**src/include/ddh_pkg.sv**
```systemverilog
/*
 * Constants shared by the two-wire master that drives the display driver's serial slave port.
 * The device sits on an open-drain bus with pull-ups; the bench resolves the wire levels.
 */
// Summary of operation
// - idle bus leaves both clock and data released high.
// - start is data falling while clock is high.
// - stop is data rising while clock is high; bus then free again.
// - one bit per clock pulse; data stable while clock high.
// - ninth clock carries acknowledge; receiver holds data low in high phase.
// - device acknowledges written bytes; master acknowledges bytes it reads; the code leaves the last read byte unacknowledged.
// - master starts every transfer and makes the clock.
// - first byte is seven address bits plus direction, low write, high read.
// - write is address then command byte selecting register, then optional data.
// - master never writes command location 6.
// - read reuses stored pointer; master first writes command byte only.
package ddh_pkg;
    localparam logic [2:0] ADDR_FIXED      = 3'h5;  // upper address bits 101
    localparam logic [6:0] CMD_RESERVED    = 7'h06;
    localparam int         LINK_DIV        = 4;     // clk cycles per quarter bit
    localparam int         NBITS           = 9;     // byte plus acknowledge
    localparam logic [3:0] BIT_LAST        = 4'h8;

    typedef enum logic [3:0] {
        DDH_IDLE, DDH_START, DDH_BIT, DDH_NEXT, DDH_STOP, DDH_DONE
    } ddh_state_e;
endpackage

```
**src/hdl/ddh_master.sv**
```systemverilog
/*
 * Two-wire bus master for the display driver's serial port.
 * Issues one transfer per request: address byte, then n bytes written or read.
 * Assumes external pull-ups; pins are split into in/out/enable triples.
 * The bus clock is made here by a divider, so there is one clock domain.
 */
`timescale 1ns/1ps
`default_nettype none
module ddh_master (
    input  wire logic       clk,
    input  wire logic       sys_rst,
    input  wire logic       clk_en,
    // user side
    input  wire logic       req_valid,       // start a transfer
    output logic            req_ready,
    input  wire logic       req_read,        // 1 read, 0 write
    input  wire logic [1:0] addr_strap_upper_input,
    input  wire logic [1:0] addr_strap_lower_input,
    input  wire logic [3:0] req_count,       // bytes after address, 1..15
    input  wire logic [7:0] wr_data,         // byte to send
    output logic            wr_take,         // pulse: wr_data consumed
    output logic [7:0]      rd_data,
    output logic            rd_valid,        // pulse: rd_data new
    output logic            done,            // pulse: stop sent
    output logic            nack_err,        // level until next request
    // bus pins
    input  wire logic       scl_in,
    output logic            scl_out,
    output logic            scl_oe,
    input  wire logic       sda_in,
    output logic            sda_out,
    output logic            sda_oe
);
    // ------------------------------------------------------------
    // pin synchronisers
    // ------------------------------------------------------------
    logic [1:0] sda_sync_q;
    logic [1:0] scl_sync_q;
    always_ff @(posedge clk) begin
        if (sys_rst) begin
            sda_sync_q <= 2'h3;
            scl_sync_q <= 2'h3;
        end else if (clk_en) begin
            sda_sync_q <= {sda_sync_q[0], sda_in};
            scl_sync_q <= {scl_sync_q[0], scl_in};
        end
    end
    wire sda_s = sda_sync_q[1];
    wire scl_s = scl_sync_q[1];

    // ------------------------------------------------------------
    // state
    // ------------------------------------------------------------
    ddh_pkg::ddh_state_e st_q;
    logic [1:0] ph_q;          // quarter of bit: 0 low,1 low,2 high,3 high
    logic [2:0] div_q;
    logic [3:0] bit_q;
    logic [3:0] left_q;        // data bytes still to go
    logic       first_q;       // address byte in flight
    logic       rd_q;
    logic [7:0] sh_q;
    logic       scl_lo_q;      // driving clock low
    logic       sda_lo_q;      // driving data low
    logic       nack_q;
    logic [6:0] addr_q;

    wire [6:0] dev_addr = {ddh_pkg::ADDR_FIXED, addr_strap_upper_input, addr_strap_lower_input};
    wire       tick     = (div_q == 3'(ddh_pkg::LINK_DIV - 1));
    wire       in_ack   = (bit_q == ddh_pkg::BIT_LAST);
    // receiving means a data byte of a read; the address byte is always sent
    wire       rx_byte  = rd_q && !first_q;
    wire       last     = (left_q == 4'h1);
    // a new frame only opens once both lines read back high
    // no clock stretching: a slave holding scl low only delays the next start
    wire       bus_free = scl_s && sda_s;
    // command byte aimed at the reserved location; top bit is ignored like the device does
    wire       cmd_reserved = !rd_q && first_q && (wr_data[6:0] == ddh_pkg::CMD_RESERVED);

    // data line value for this bit, low on zero or on own ack
    // master acks every read byte except the last
    wire sda_drive_bit = in_ack ? (rx_byte && !last) : (!rx_byte && !sh_q[7]);

    assign req_ready = (st_q == ddh_pkg::DDH_IDLE) && bus_free;
    assign scl_out   = 1'b0;
    assign sda_out   = 1'b0;
    assign scl_oe    = scl_lo_q;
    assign sda_oe    = sda_lo_q;
    assign nack_err  = nack_q;

    // quarter-bit divider; parked at zero while idle so each frame starts on a whole quarter
    // the enable gates the idle clear too, otherwise a frozen block would still move
    always_ff @(posedge clk) begin
        if (sys_rst)
            div_q <= 3'h0;
        else if (clk_en)
            div_q <= (tick || st_q == ddh_pkg::DDH_IDLE) ? 3'h0 : div_q + 3'h1;
    end

    // ------------------------------------------------------------
    // bit engine
    // ------------------------------------------------------------
    // master makes clock and opens transfers
    always_ff @(posedge clk) begin
        if (sys_rst) begin
            st_q     <= ddh_pkg::DDH_IDLE;
            ph_q     <= 2'h0;
            bit_q    <= 4'h0;
            left_q   <= 4'h0;
            first_q  <= 1'b0;
            rd_q     <= 1'b0;
            sh_q     <= 8'h00;
            scl_lo_q <= 1'b0;
            sda_lo_q <= 1'b0;
            nack_q   <= 1'b0;
            addr_q   <= 7'h00;
            rd_data  <= 8'h00;
            rd_valid <= 1'b0;
            wr_take  <= 1'b0;
            done     <= 1'b0;
        end else if (clk_en) begin
            rd_valid <= 1'b0;
            wr_take  <= 1'b0;
            done     <= 1'b0;
            unique case (st_q)
                ddh_pkg::DDH_IDLE: begin
                    if (req_valid && req_ready && req_count != 4'h0) begin
                        addr_q  <= dev_addr;
                        sh_q    <= {dev_addr, req_read};
                        rd_q    <= req_read;
                        left_q  <= req_count;
                        first_q <= 1'b1;
                        nack_q  <= 1'b0;
                        ph_q    <= 2'h0;
                        st_q    <= ddh_pkg::DDH_START;
                    end
                end
                ddh_pkg::DDH_START: if (tick) begin
                    ph_q <= ph_q + 2'h1;
                    if (ph_q == 2'h1) sda_lo_q <= 1'b1;
                    if (ph_q == 2'h3) begin
                        scl_lo_q <= 1'b1;
                        bit_q    <= 4'h0;
                        st_q     <= ddh_pkg::DDH_BIT;
                    end
                end
                ddh_pkg::DDH_BIT: if (tick) begin
                    ph_q <= ph_q + 2'h1;
                    // data changes only while clock low
                    if (ph_q == 2'h0) sda_lo_q <= sda_drive_bit;
                    if (ph_q == 2'h1) scl_lo_q <= 1'b0;
                    if (ph_q == 2'h2) begin
                        if (in_ack) begin
                            if (!rx_byte && sda_s) nack_q <= 1'b1;
                        end else
                            sh_q <= {sh_q[6:0], sda_s};
                    end
                    if (ph_q == 2'h3) begin
                        scl_lo_q <= 1'b1;
                        if (in_ack) st_q <= ddh_pkg::DDH_NEXT;
                        else bit_q <= bit_q + 4'h1;
                    end
                end
                ddh_pkg::DDH_NEXT: begin
                    bit_q <= 4'h0;
                    if (rx_byte) begin
                        rd_data  <= sh_q;
                        rd_valid <= 1'b1;
                    end
                    if (!first_q) left_q <= left_q - 4'h1;
                    first_q <= 1'b0;
                    // reserved command: stop before it reaches the bus, report as error
                    if (cmd_reserved) nack_q <= 1'b1;
                    if (nack_q || cmd_reserved || (!first_q && last)) begin
                        ph_q <= 2'h0;
                        st_q <= ddh_pkg::DDH_STOP;
                    end else begin
                        if (!rd_q) begin
                            sh_q    <= wr_data;
                            wr_take <= 1'b1;
                        end
                        st_q <= ddh_pkg::DDH_BIT;
                    end
                end
                ddh_pkg::DDH_STOP: if (tick) begin
                    ph_q <= ph_q + 2'h1;
                    if (ph_q == 2'h0) sda_lo_q <= 1'b1;
                    if (ph_q == 2'h1) scl_lo_q <= 1'b0;
                    if (ph_q == 2'h2) sda_lo_q <= 1'b0;
                    if (ph_q == 2'h3) st_q <= ddh_pkg::DDH_DONE;
                end
                ddh_pkg::DDH_DONE: begin
                    done <= 1'b1;
                    st_q <= ddh_pkg::DDH_IDLE;
                end
                default: st_q <= ddh_pkg::DDH_IDLE;
            endcase
        end
    end

    // ------------------------------------------------------------
    // checks
    // ------------------------------------------------------------
    // idle lines
    chk_idle_lines: assert property (@(posedge clk) disable iff (sys_rst)
        (st_q == ddh_pkg::DDH_IDLE) |-> (!scl_oe && !sda_oe))
        else $error("bus not released while idle");
    chk_start_shape: assert property (@(posedge clk) disable iff (sys_rst)
        (st_q == ddh_pkg::DDH_START && $rose(sda_oe)) |-> !scl_oe)
        else $error("start taken with clock low");
    chk_stop_shape: assert property (@(posedge clk) disable iff (sys_rst)
        (st_q == ddh_pkg::DDH_STOP && $fell(sda_oe)) |-> !scl_oe)
        else $error("stop released data with clock low");
    chk_data_stable: assert property (@(posedge clk) disable iff (sys_rst)
        (!scl_oe && !$past(scl_oe) && st_q == ddh_pkg::DDH_BIT) |-> $stable(sda_oe))
        else $error("data moved while clock high");
    chk_nine_bits: assert property (@(posedge clk) disable iff (sys_rst)
        (st_q == ddh_pkg::DDH_BIT) |-> (bit_q <= ddh_pkg::BIT_LAST))
        else $error("more than nine bits in a byte");
    chk_master_ack: assert property (@(posedge clk) disable iff (sys_rst)
        (st_q == ddh_pkg::DDH_BIT && in_ack && rx_byte && !last && ph_q == 2'h2) |-> sda_oe)
        else $error("master failed to acknowledge read byte");
    chk_addr_fixed: assert property (@(posedge clk) disable iff (sys_rst)
        (st_q != ddh_pkg::DDH_IDLE) |-> (addr_q[6:4] == ddh_pkg::ADDR_FIXED))
        else $error("wrong fixed address bits");
    chk_nack_stop: assert property (@(posedge clk) disable iff (sys_rst || !clk_en)
        (st_q == ddh_pkg::DDH_NEXT && nack_q) |=> (st_q == ddh_pkg::DDH_STOP))
        else $error("no stop after missing acknowledge");
    cov_write: cover property (@(posedge clk) done && !rd_q && !nack_q);
    cov_read:  cover property (@(posedge clk) rd_valid ##[1:300] done);
    cov_nack:  cover property (@(posedge clk) done && nack_q);
    cov_refused: cover property (@(posedge clk) st_q == ddh_pkg::DDH_NEXT && cmd_reserved);
    // device acks writes
    // the master must let go of data or it would mask a missing acknowledge
    chk_ack_release: assert property (@(posedge clk) disable iff (sys_rst)
        (st_q == ddh_pkg::DDH_BIT && in_ack && !rx_byte && ph_q == 2'h2) |-> !sda_oe)
        else $error("master held data during device acknowledge");
    chk_last_nack: assert property (@(posedge clk) disable iff (sys_rst)
        (st_q == ddh_pkg::DDH_BIT && in_ack && rx_byte && last && ph_q == 2'h2) |-> !sda_oe)
        else $error("master acknowledged the final read byte");
    chk_ack_hold: assert property (@(posedge clk) disable iff (sys_rst)
        (st_q == ddh_pkg::DDH_BIT && in_ack && rx_byte && !last && ph_q == 2'h3) |-> sda_oe)
        else $error("master acknowledge dropped during clock high");
    chk_nack_flag: assert property (@(posedge clk) disable iff (sys_rst || !clk_en)
        (st_q == ddh_pkg::DDH_BIT && in_ack && !rx_byte && ph_q == 2'h2 && tick && sda_s) |=> nack_q)
        else $error("missing acknowledge not flagged");
    chk_clock_rise: assert property (@(posedge clk) disable iff (sys_rst)
        ($fell(scl_oe) && st_q == ddh_pkg::DDH_BIT) |-> (ph_q == 2'h2))
        else $error("clock released outside its quarter");
    chk_setup: assert property (@(posedge clk) disable iff (sys_rst)
        ($fell(scl_oe) && st_q == ddh_pkg::DDH_BIT) |-> $stable(sda_oe))
        else $error("data moved as clock was released");
    chk_start_idle: assert property (@(posedge clk) disable iff (sys_rst || !clk_en)
        (st_q == ddh_pkg::DDH_IDLE && req_valid && req_ready && req_count != 4'h0)
        |=> (st_q == ddh_pkg::DDH_START && !scl_oe && !sda_oe))
        else $error("accepted request did not open a frame");
    chk_bus_free: assert property (@(posedge clk) disable iff (sys_rst)
        (st_q == ddh_pkg::DDH_START && ph_q == 2'h0) |-> (scl_s && sda_s))
        else $error("frame opened on a busy bus");
    chk_done_free: assert property (@(posedge clk) disable iff (sys_rst)
        done |-> (!scl_oe && !sda_oe))
        else $error("lines still held after stop");
    chk_no_reserved: assert property (@(posedge clk) disable iff (sys_rst || !clk_en)
        (st_q == ddh_pkg::DDH_NEXT && first_q && !rd_q && !nack_q)
        |=> (st_q == ddh_pkg::DDH_STOP || sh_q[6:0] != ddh_pkg::CMD_RESERVED))
        else $error("reserved command location sent");
endmodule
`default_nettype wire

```
**config.mk**
```make
export PLATFORM = sky130hd
export DESIGN_NAME = ddh_master
export DESIGN_NICKNAME = d
export VERILOG_FILES = /design/src/include/ddh_pkg.sv /design/src/hdl/ddh_master.sv
export SDC_FILE = /design/constraint.sdc
export NUM_CORES = 1
export LEC_CHECK = 0
export BUFFER_PORTS_ARGS = -buffer_cell sky130_fd_sc_hd__buf_2
export CAP_MARGIN = 20
export CORE_UTILIZATION = 35
export DETAILED_ROUTE_END_ITERATION = 12
export GPL_TIMING_DRIVEN = 0
export PLACE_DENSITY = 0.56
export SYNTH_ARGS = -nofsm -noshare
export SYNTH_HDL_FRONTEND = slang
export SYNTH_SLANG_ARGS = --single-unit
```
**constraint.sdc**
```tcl
create_clock -name clk -period 4 [get_ports clk]
set_input_delay 0.2 -clock clk [delete_from_list [all_inputs] [get_ports clk]]
set_output_delay 0.2 -clock clk [all_outputs]
set_load 0.02 [all_outputs]
```
Word-level counts from Yosys, hierarchy flattened
Cells that the tools add are included.
Widths: inputs -> output; s select.
- register bits after elaboration: 45
- bits in latches: 0
- bits in writable memories: 0
- memory bits (read-only): 0
- bits of input ports: 23
- output and inout bits: 17
- word-level logic and storage cells: 154
- memories kept: 0
- add/sub/neg operators: 4
- multipliers: 0
- divide/modulo/power cells: 0
- magnitude comparators: 0
- equality and inequality tests: 32
- shift operators: 0
- multiplexer cells: 62
- bitwise logic cells: 0
- reduce and logical (&&, ||, !) cells: 39
- operators with widths (operator ; number):
    $mux 4 ; 15
    $mux 8 ; 6
    $ne 2x2->1 const B ; 17
    $mux 1 ; 27
    $pmux 8 s3 ; 1
    $reduce_and 8->1 ; 3
    $pmux 4 s5 ; 1
    $pmux 4 s3 ; 1
    $reduce_bool 3->1 ; 4
    $logic_and 1x1->1 ; 11
    $pmux 1 s3 ; 3
    $reduce_and 3->1 ; 3
    $reduce_and 9->1 ; 1
    $eq 4x1->1 const B ; 2
    $eq 4x2->1 const B ; 2
    $eq 4x3->1 const B ; 2
    $pmux 4 s2 ; 1
    $eq 7x3->1 const B ; 1
    $reduce_and 7->1 ; 1
    $mux 2 ; 3
    $mux 3 ; 2
    $pmux 2 s3 ; 1
    $reduce_and 6->1 ; 1
    $logic_not 1->1 ; 5
    other kinds (19) ; 23

Logic depth before layout (Yosys ltp)
- depth after elaboration: 9
- gate-level depth with buffers: 8
- mapped depth without buffers: 7

Worst setup path before layout
OpenSTA, ideal clock, no wires.
- path kind: flip-flop to flip-flop
- start: reg div_q[0]
- end: reg sh_q[5]
- setup time: 0.091 ns
- arrival: 1.801 ns
- required time: 3.909 ns
- path slack: 2.108 ns
- stages on the path, launching flop included: 9
- path buffers: 1
- clock period less this slack: 1.892 ns
- cell sequence: dfxtp_1 ha_1 ha_1 buf_2 nand2_1 a211o_1 a211oi_4 a21oi_1 a311oi_1
- word-level cells in the longest chain between the ends: 3
- RTL lines (item ; line ; source):
    from (decl) ; ddh_master.sv:56 ; logic [2:0] div_q;
    from (signal assigned) ; ddh_master.sv:96 ; div_q <= (tick || st_q == ddh_pkg::DDH_IDLE) ? 3'h0 : div_q + 3'h1;
    $eq 3x2->1 ; ddh_master.sv:68 ; wire tick = (div_q == 3'(ddh_pkg::LINK_DIV - 1));
    $ne 2x2->1 (no line) ; n/a ;
    $reduce_and 8->1 (no line) ; n/a ;
    to (signal assigned) ; ddh_master.sv:128 ; sh_q <= {dev_addr, req_read};
    to (signal assigned) ; ddh_master.sv:155 ; sh_q <= {sh_q[6:0], sda_s};
    to (signal assigned) ; ddh_master.sv:178 ; sh_q <= wr_data;
    to (decl) ; ddh_master.sv:61 ; logic [7:0] sh_q;
No other way between the ends.
A chain may end at the register's enable or synchronous reset.

Worst setup path in the final report
- start: reg div_q[0]
- end: reg sh_q[6]
The elaborated chain is that of the path after synthesis.

==> results.toml <==
[synthesis]
yosysUniqueCellTypes = 63
synth_flop_cell = "dfxtp_1"
ys_ff_latch = 44
syn_inst = 306
async_flop_share_pct = 0
synth_edf_count = 0
avgSynthCellArea_um2 = 8.42
ys_warn_count = 0
yosysSeqAreaShare_pct = 34.2
netlist_area_um2 = 2580

[clock_tree]
htreeDepth = 2
hold_buffers = 0
root_buffer = "clkbuf_8"
clock_latency_ns = 0.31
clk_path_buf_depth = 2
post_cts_resize_count = 0
cts_tree = "done"
clkSinkCount = 44
postCtsSetupRepairBufs = 0
numCtsBuffers = 5
clk_pin_slew_worst_paths_ns = 0.09

[pwr]
cellPowerDensity_nw_per_um2 = 350
p_leak_uw = 0.00115
vdd_drop_max_v = 0.000133

[floorplan]
rows = 30
initial_utilization_pct = 37.1
fp.dieH_um = 87.8
core_area_um2 = 6940
fp.dieArea_um2 = 7710
pin_count = 40
die_w_um = 87.8

[final_layout]
drive_above_1_share_pct = 21.7
antennaDiodeCount = 0
utilization_pct = 43.2
area_growth_pct = 16.5
nNetsFinal = 383

[sta]
rsz0062_at_grt = "false"
min_period_ns = 2.25
fmax_mhz = 445
hold_viol = 0
tns_ns = 0
tightestPinTransition_ns = 0.739
maxSlewViolCount = 0
finalClockSkew_ns = 0.00759
period_share_pct = 56.2
holdWs_ns = 0.102
setup_viol = 0
slew_headroom_pct = 50.3

[global_routing]
grt_use_met2_pct = 31.5
use_met3_pct = 3.30
grt_pass1_vias = 2339
grt_pass1_wl_um = 10900
use_met1_pct = 22.8
grt_max_degree = 15
overflow = 0
top_usage_layer = "met2"
grt_util_all_layers_pct = 18.3
antenna_found_initial = 0

[setup_path]
worstSetupPathType = "flop to flop"
startpoint_type = "flop"
endpoint_kind = "flop"
path_delay_family = "compound AO/OA/AOI/OAI gates"
cp_num_buf_inv = 1
crit_path_top_delay_cell = "a211oi_4"
critPathRequiredTime_ns = 4.21
cpMostUsedCell = "ha_1"
cp_slowest_stage_delay_ns = 0.43
crit_path_max_fanout = 9
cp_cell_sequence = "ha_1, ha_1, buf_2, nand2_1, a211o_1, a211oi_4, a21oi_1, a211oi_1"
cp.arrival_ns = 2.46

[hold_path]
min_path_type = "primary input to flop"

[drt]
postRouteAntennaNets = 0
viasPerCell = 5.23
drt_iter0_markers = 138
drc = 0
routed_wl_um = 6570
dr.pass1.iters = 4
wl_per_cell_um = 14.7
vias = 2336

[place]
hpwlAfterDp_um = 4860
finalWeightedCongestion = 0.837
portBuffers = 36

[flow_run]
max-cap-violations = 0

[run_status]
status = "complete, no violations"
==> layout make-up <==
cell class | instances | area (µm²)
fillers | 736 | 3940
multi-input cells | 224 | 1530
flip-flops and latches | 44 | 881
repair buffers | 36 | 180
well taps | 96 | 120
plain buffers | 23 | 114
clock buffers | 6 | 82.6
inverters | 16 | 60.1
clock inverters | 2 | 38.8
==> through the flow <==
stage                     setup slack, ns  cell area, µm²  instances  total power (µW)
after global placement               1.82            2880        439               684
final                                1.75            3000        447              1050
after detailed placement             1.80            2880        439               686
after CTS                            1.76            3000        447              1050
after floorplan                      2.11            2580        307               629
after global routing                 1.58            3000        447              1090
==> kinds of logic (layout without fill, tap and decap cells) <==
family	after synthesis	after routing	synth area share [%]
AO/OA/AOI/OAI	83	83	21.9
XOR/XNOR	1	1	0.340
adder cells (fa/ha/maj)	10	10	4.86
buffers and inverters	39	83	6.75
flip-flops	44	44	34.2
multiplexers	23	23	8.98
other	1	2	0.146
AND/OR/NAND/NOR	105	105	22.8
==> worst register-to-register path: cells and delay by family (launching register included) <==
kind                     cells  cell delay (ns)
AO/OA/AOI/OAI                4             1.20
flip-flops                   1             0.38
adder cells (fa/ha/maj)      2             0.28
buffers and inverters        1             0.21
AND/OR/NAND/NOR              1             0.08
==> power breakdown <==
group	total, µW	internal (µW)	switching [µW]
clock network	373	204	169
logic	202	81.3	121
registers	475	458	17.4
total	1050	743	307
==> cell usage after synthesis (3+ instances only) <==
cell type / count / share of area [%]
buf_2: 10 / 1.9
buf_4: 4 / 1.2
a211oi_1: 4 / 1.2
nor2_1: 31 / 4.5
a21oi_1: 35 / 6.8
clkbuf_1: 8 / 1.2
nor4_1: 4 / 0.97
nand3_1: 11 / 2.1
inv_1: 14 / 2.0
nand2_1: 19 / 2.8
ha_1: 10 / 4.9
nor2b_1: 8 / 1.9
a31o_2: 4 / 1.4
a211o_1: 3 / 1.0
mux2i_1: 22 / 8.5
dfxtp_1: 44 / 34
o21ai_0: 14 / 2.7
==> placed cells by master, fill, tap and decap left out, drive strengths merged, types with 4 or more instances in the layout <==
cell type / n
clkbuf: 14
nand2: 19
nor4: 4
ha: 10
inv: 14
a211oi: 6
nor2: 32
buf: 51
dfxtp: 44
a31o: 4
nor3: 4
o21ai: 15
nand3: 11
nor2b: 8
a21oi: 35
mux2i: 22
==> registers in the layout, indices dropped and copies added (netlist names), 2 cells and up <==
| signal | count |
|---|---|
| sda_sync_q | 2 |
| scl_sync_q | 2 |
| st_q | 3 |
| rd_data | 8 |
| div_q | 3 |
| ph_q | 2 |
| sh_q | 8 |
| left_q | 4 |
| bit_q | 4 |
==> layer usage <==
metal  up-vias  wire (µm)
met3        11        282
met2        50       3060
li1       1173          -
met4         0         99
met1      1102       3120
met5         -          0
==> path summary, 6_finish.rpt <==
path | start | endpoint | slack (ns) | cells after the start
worst max register to register | div_q[0] | sh_q[6] | 1.75 | 8
worst max-delay path | div_q[0] | sh_q[6] | 1.75 | 8
worst min-delay path | scl_in | scl_sync_q[0] | 0.10 | 3
worst min register to register | scl_oe | scl_oe | 0.46 | 2
Power figures use the tool's default switching activity.
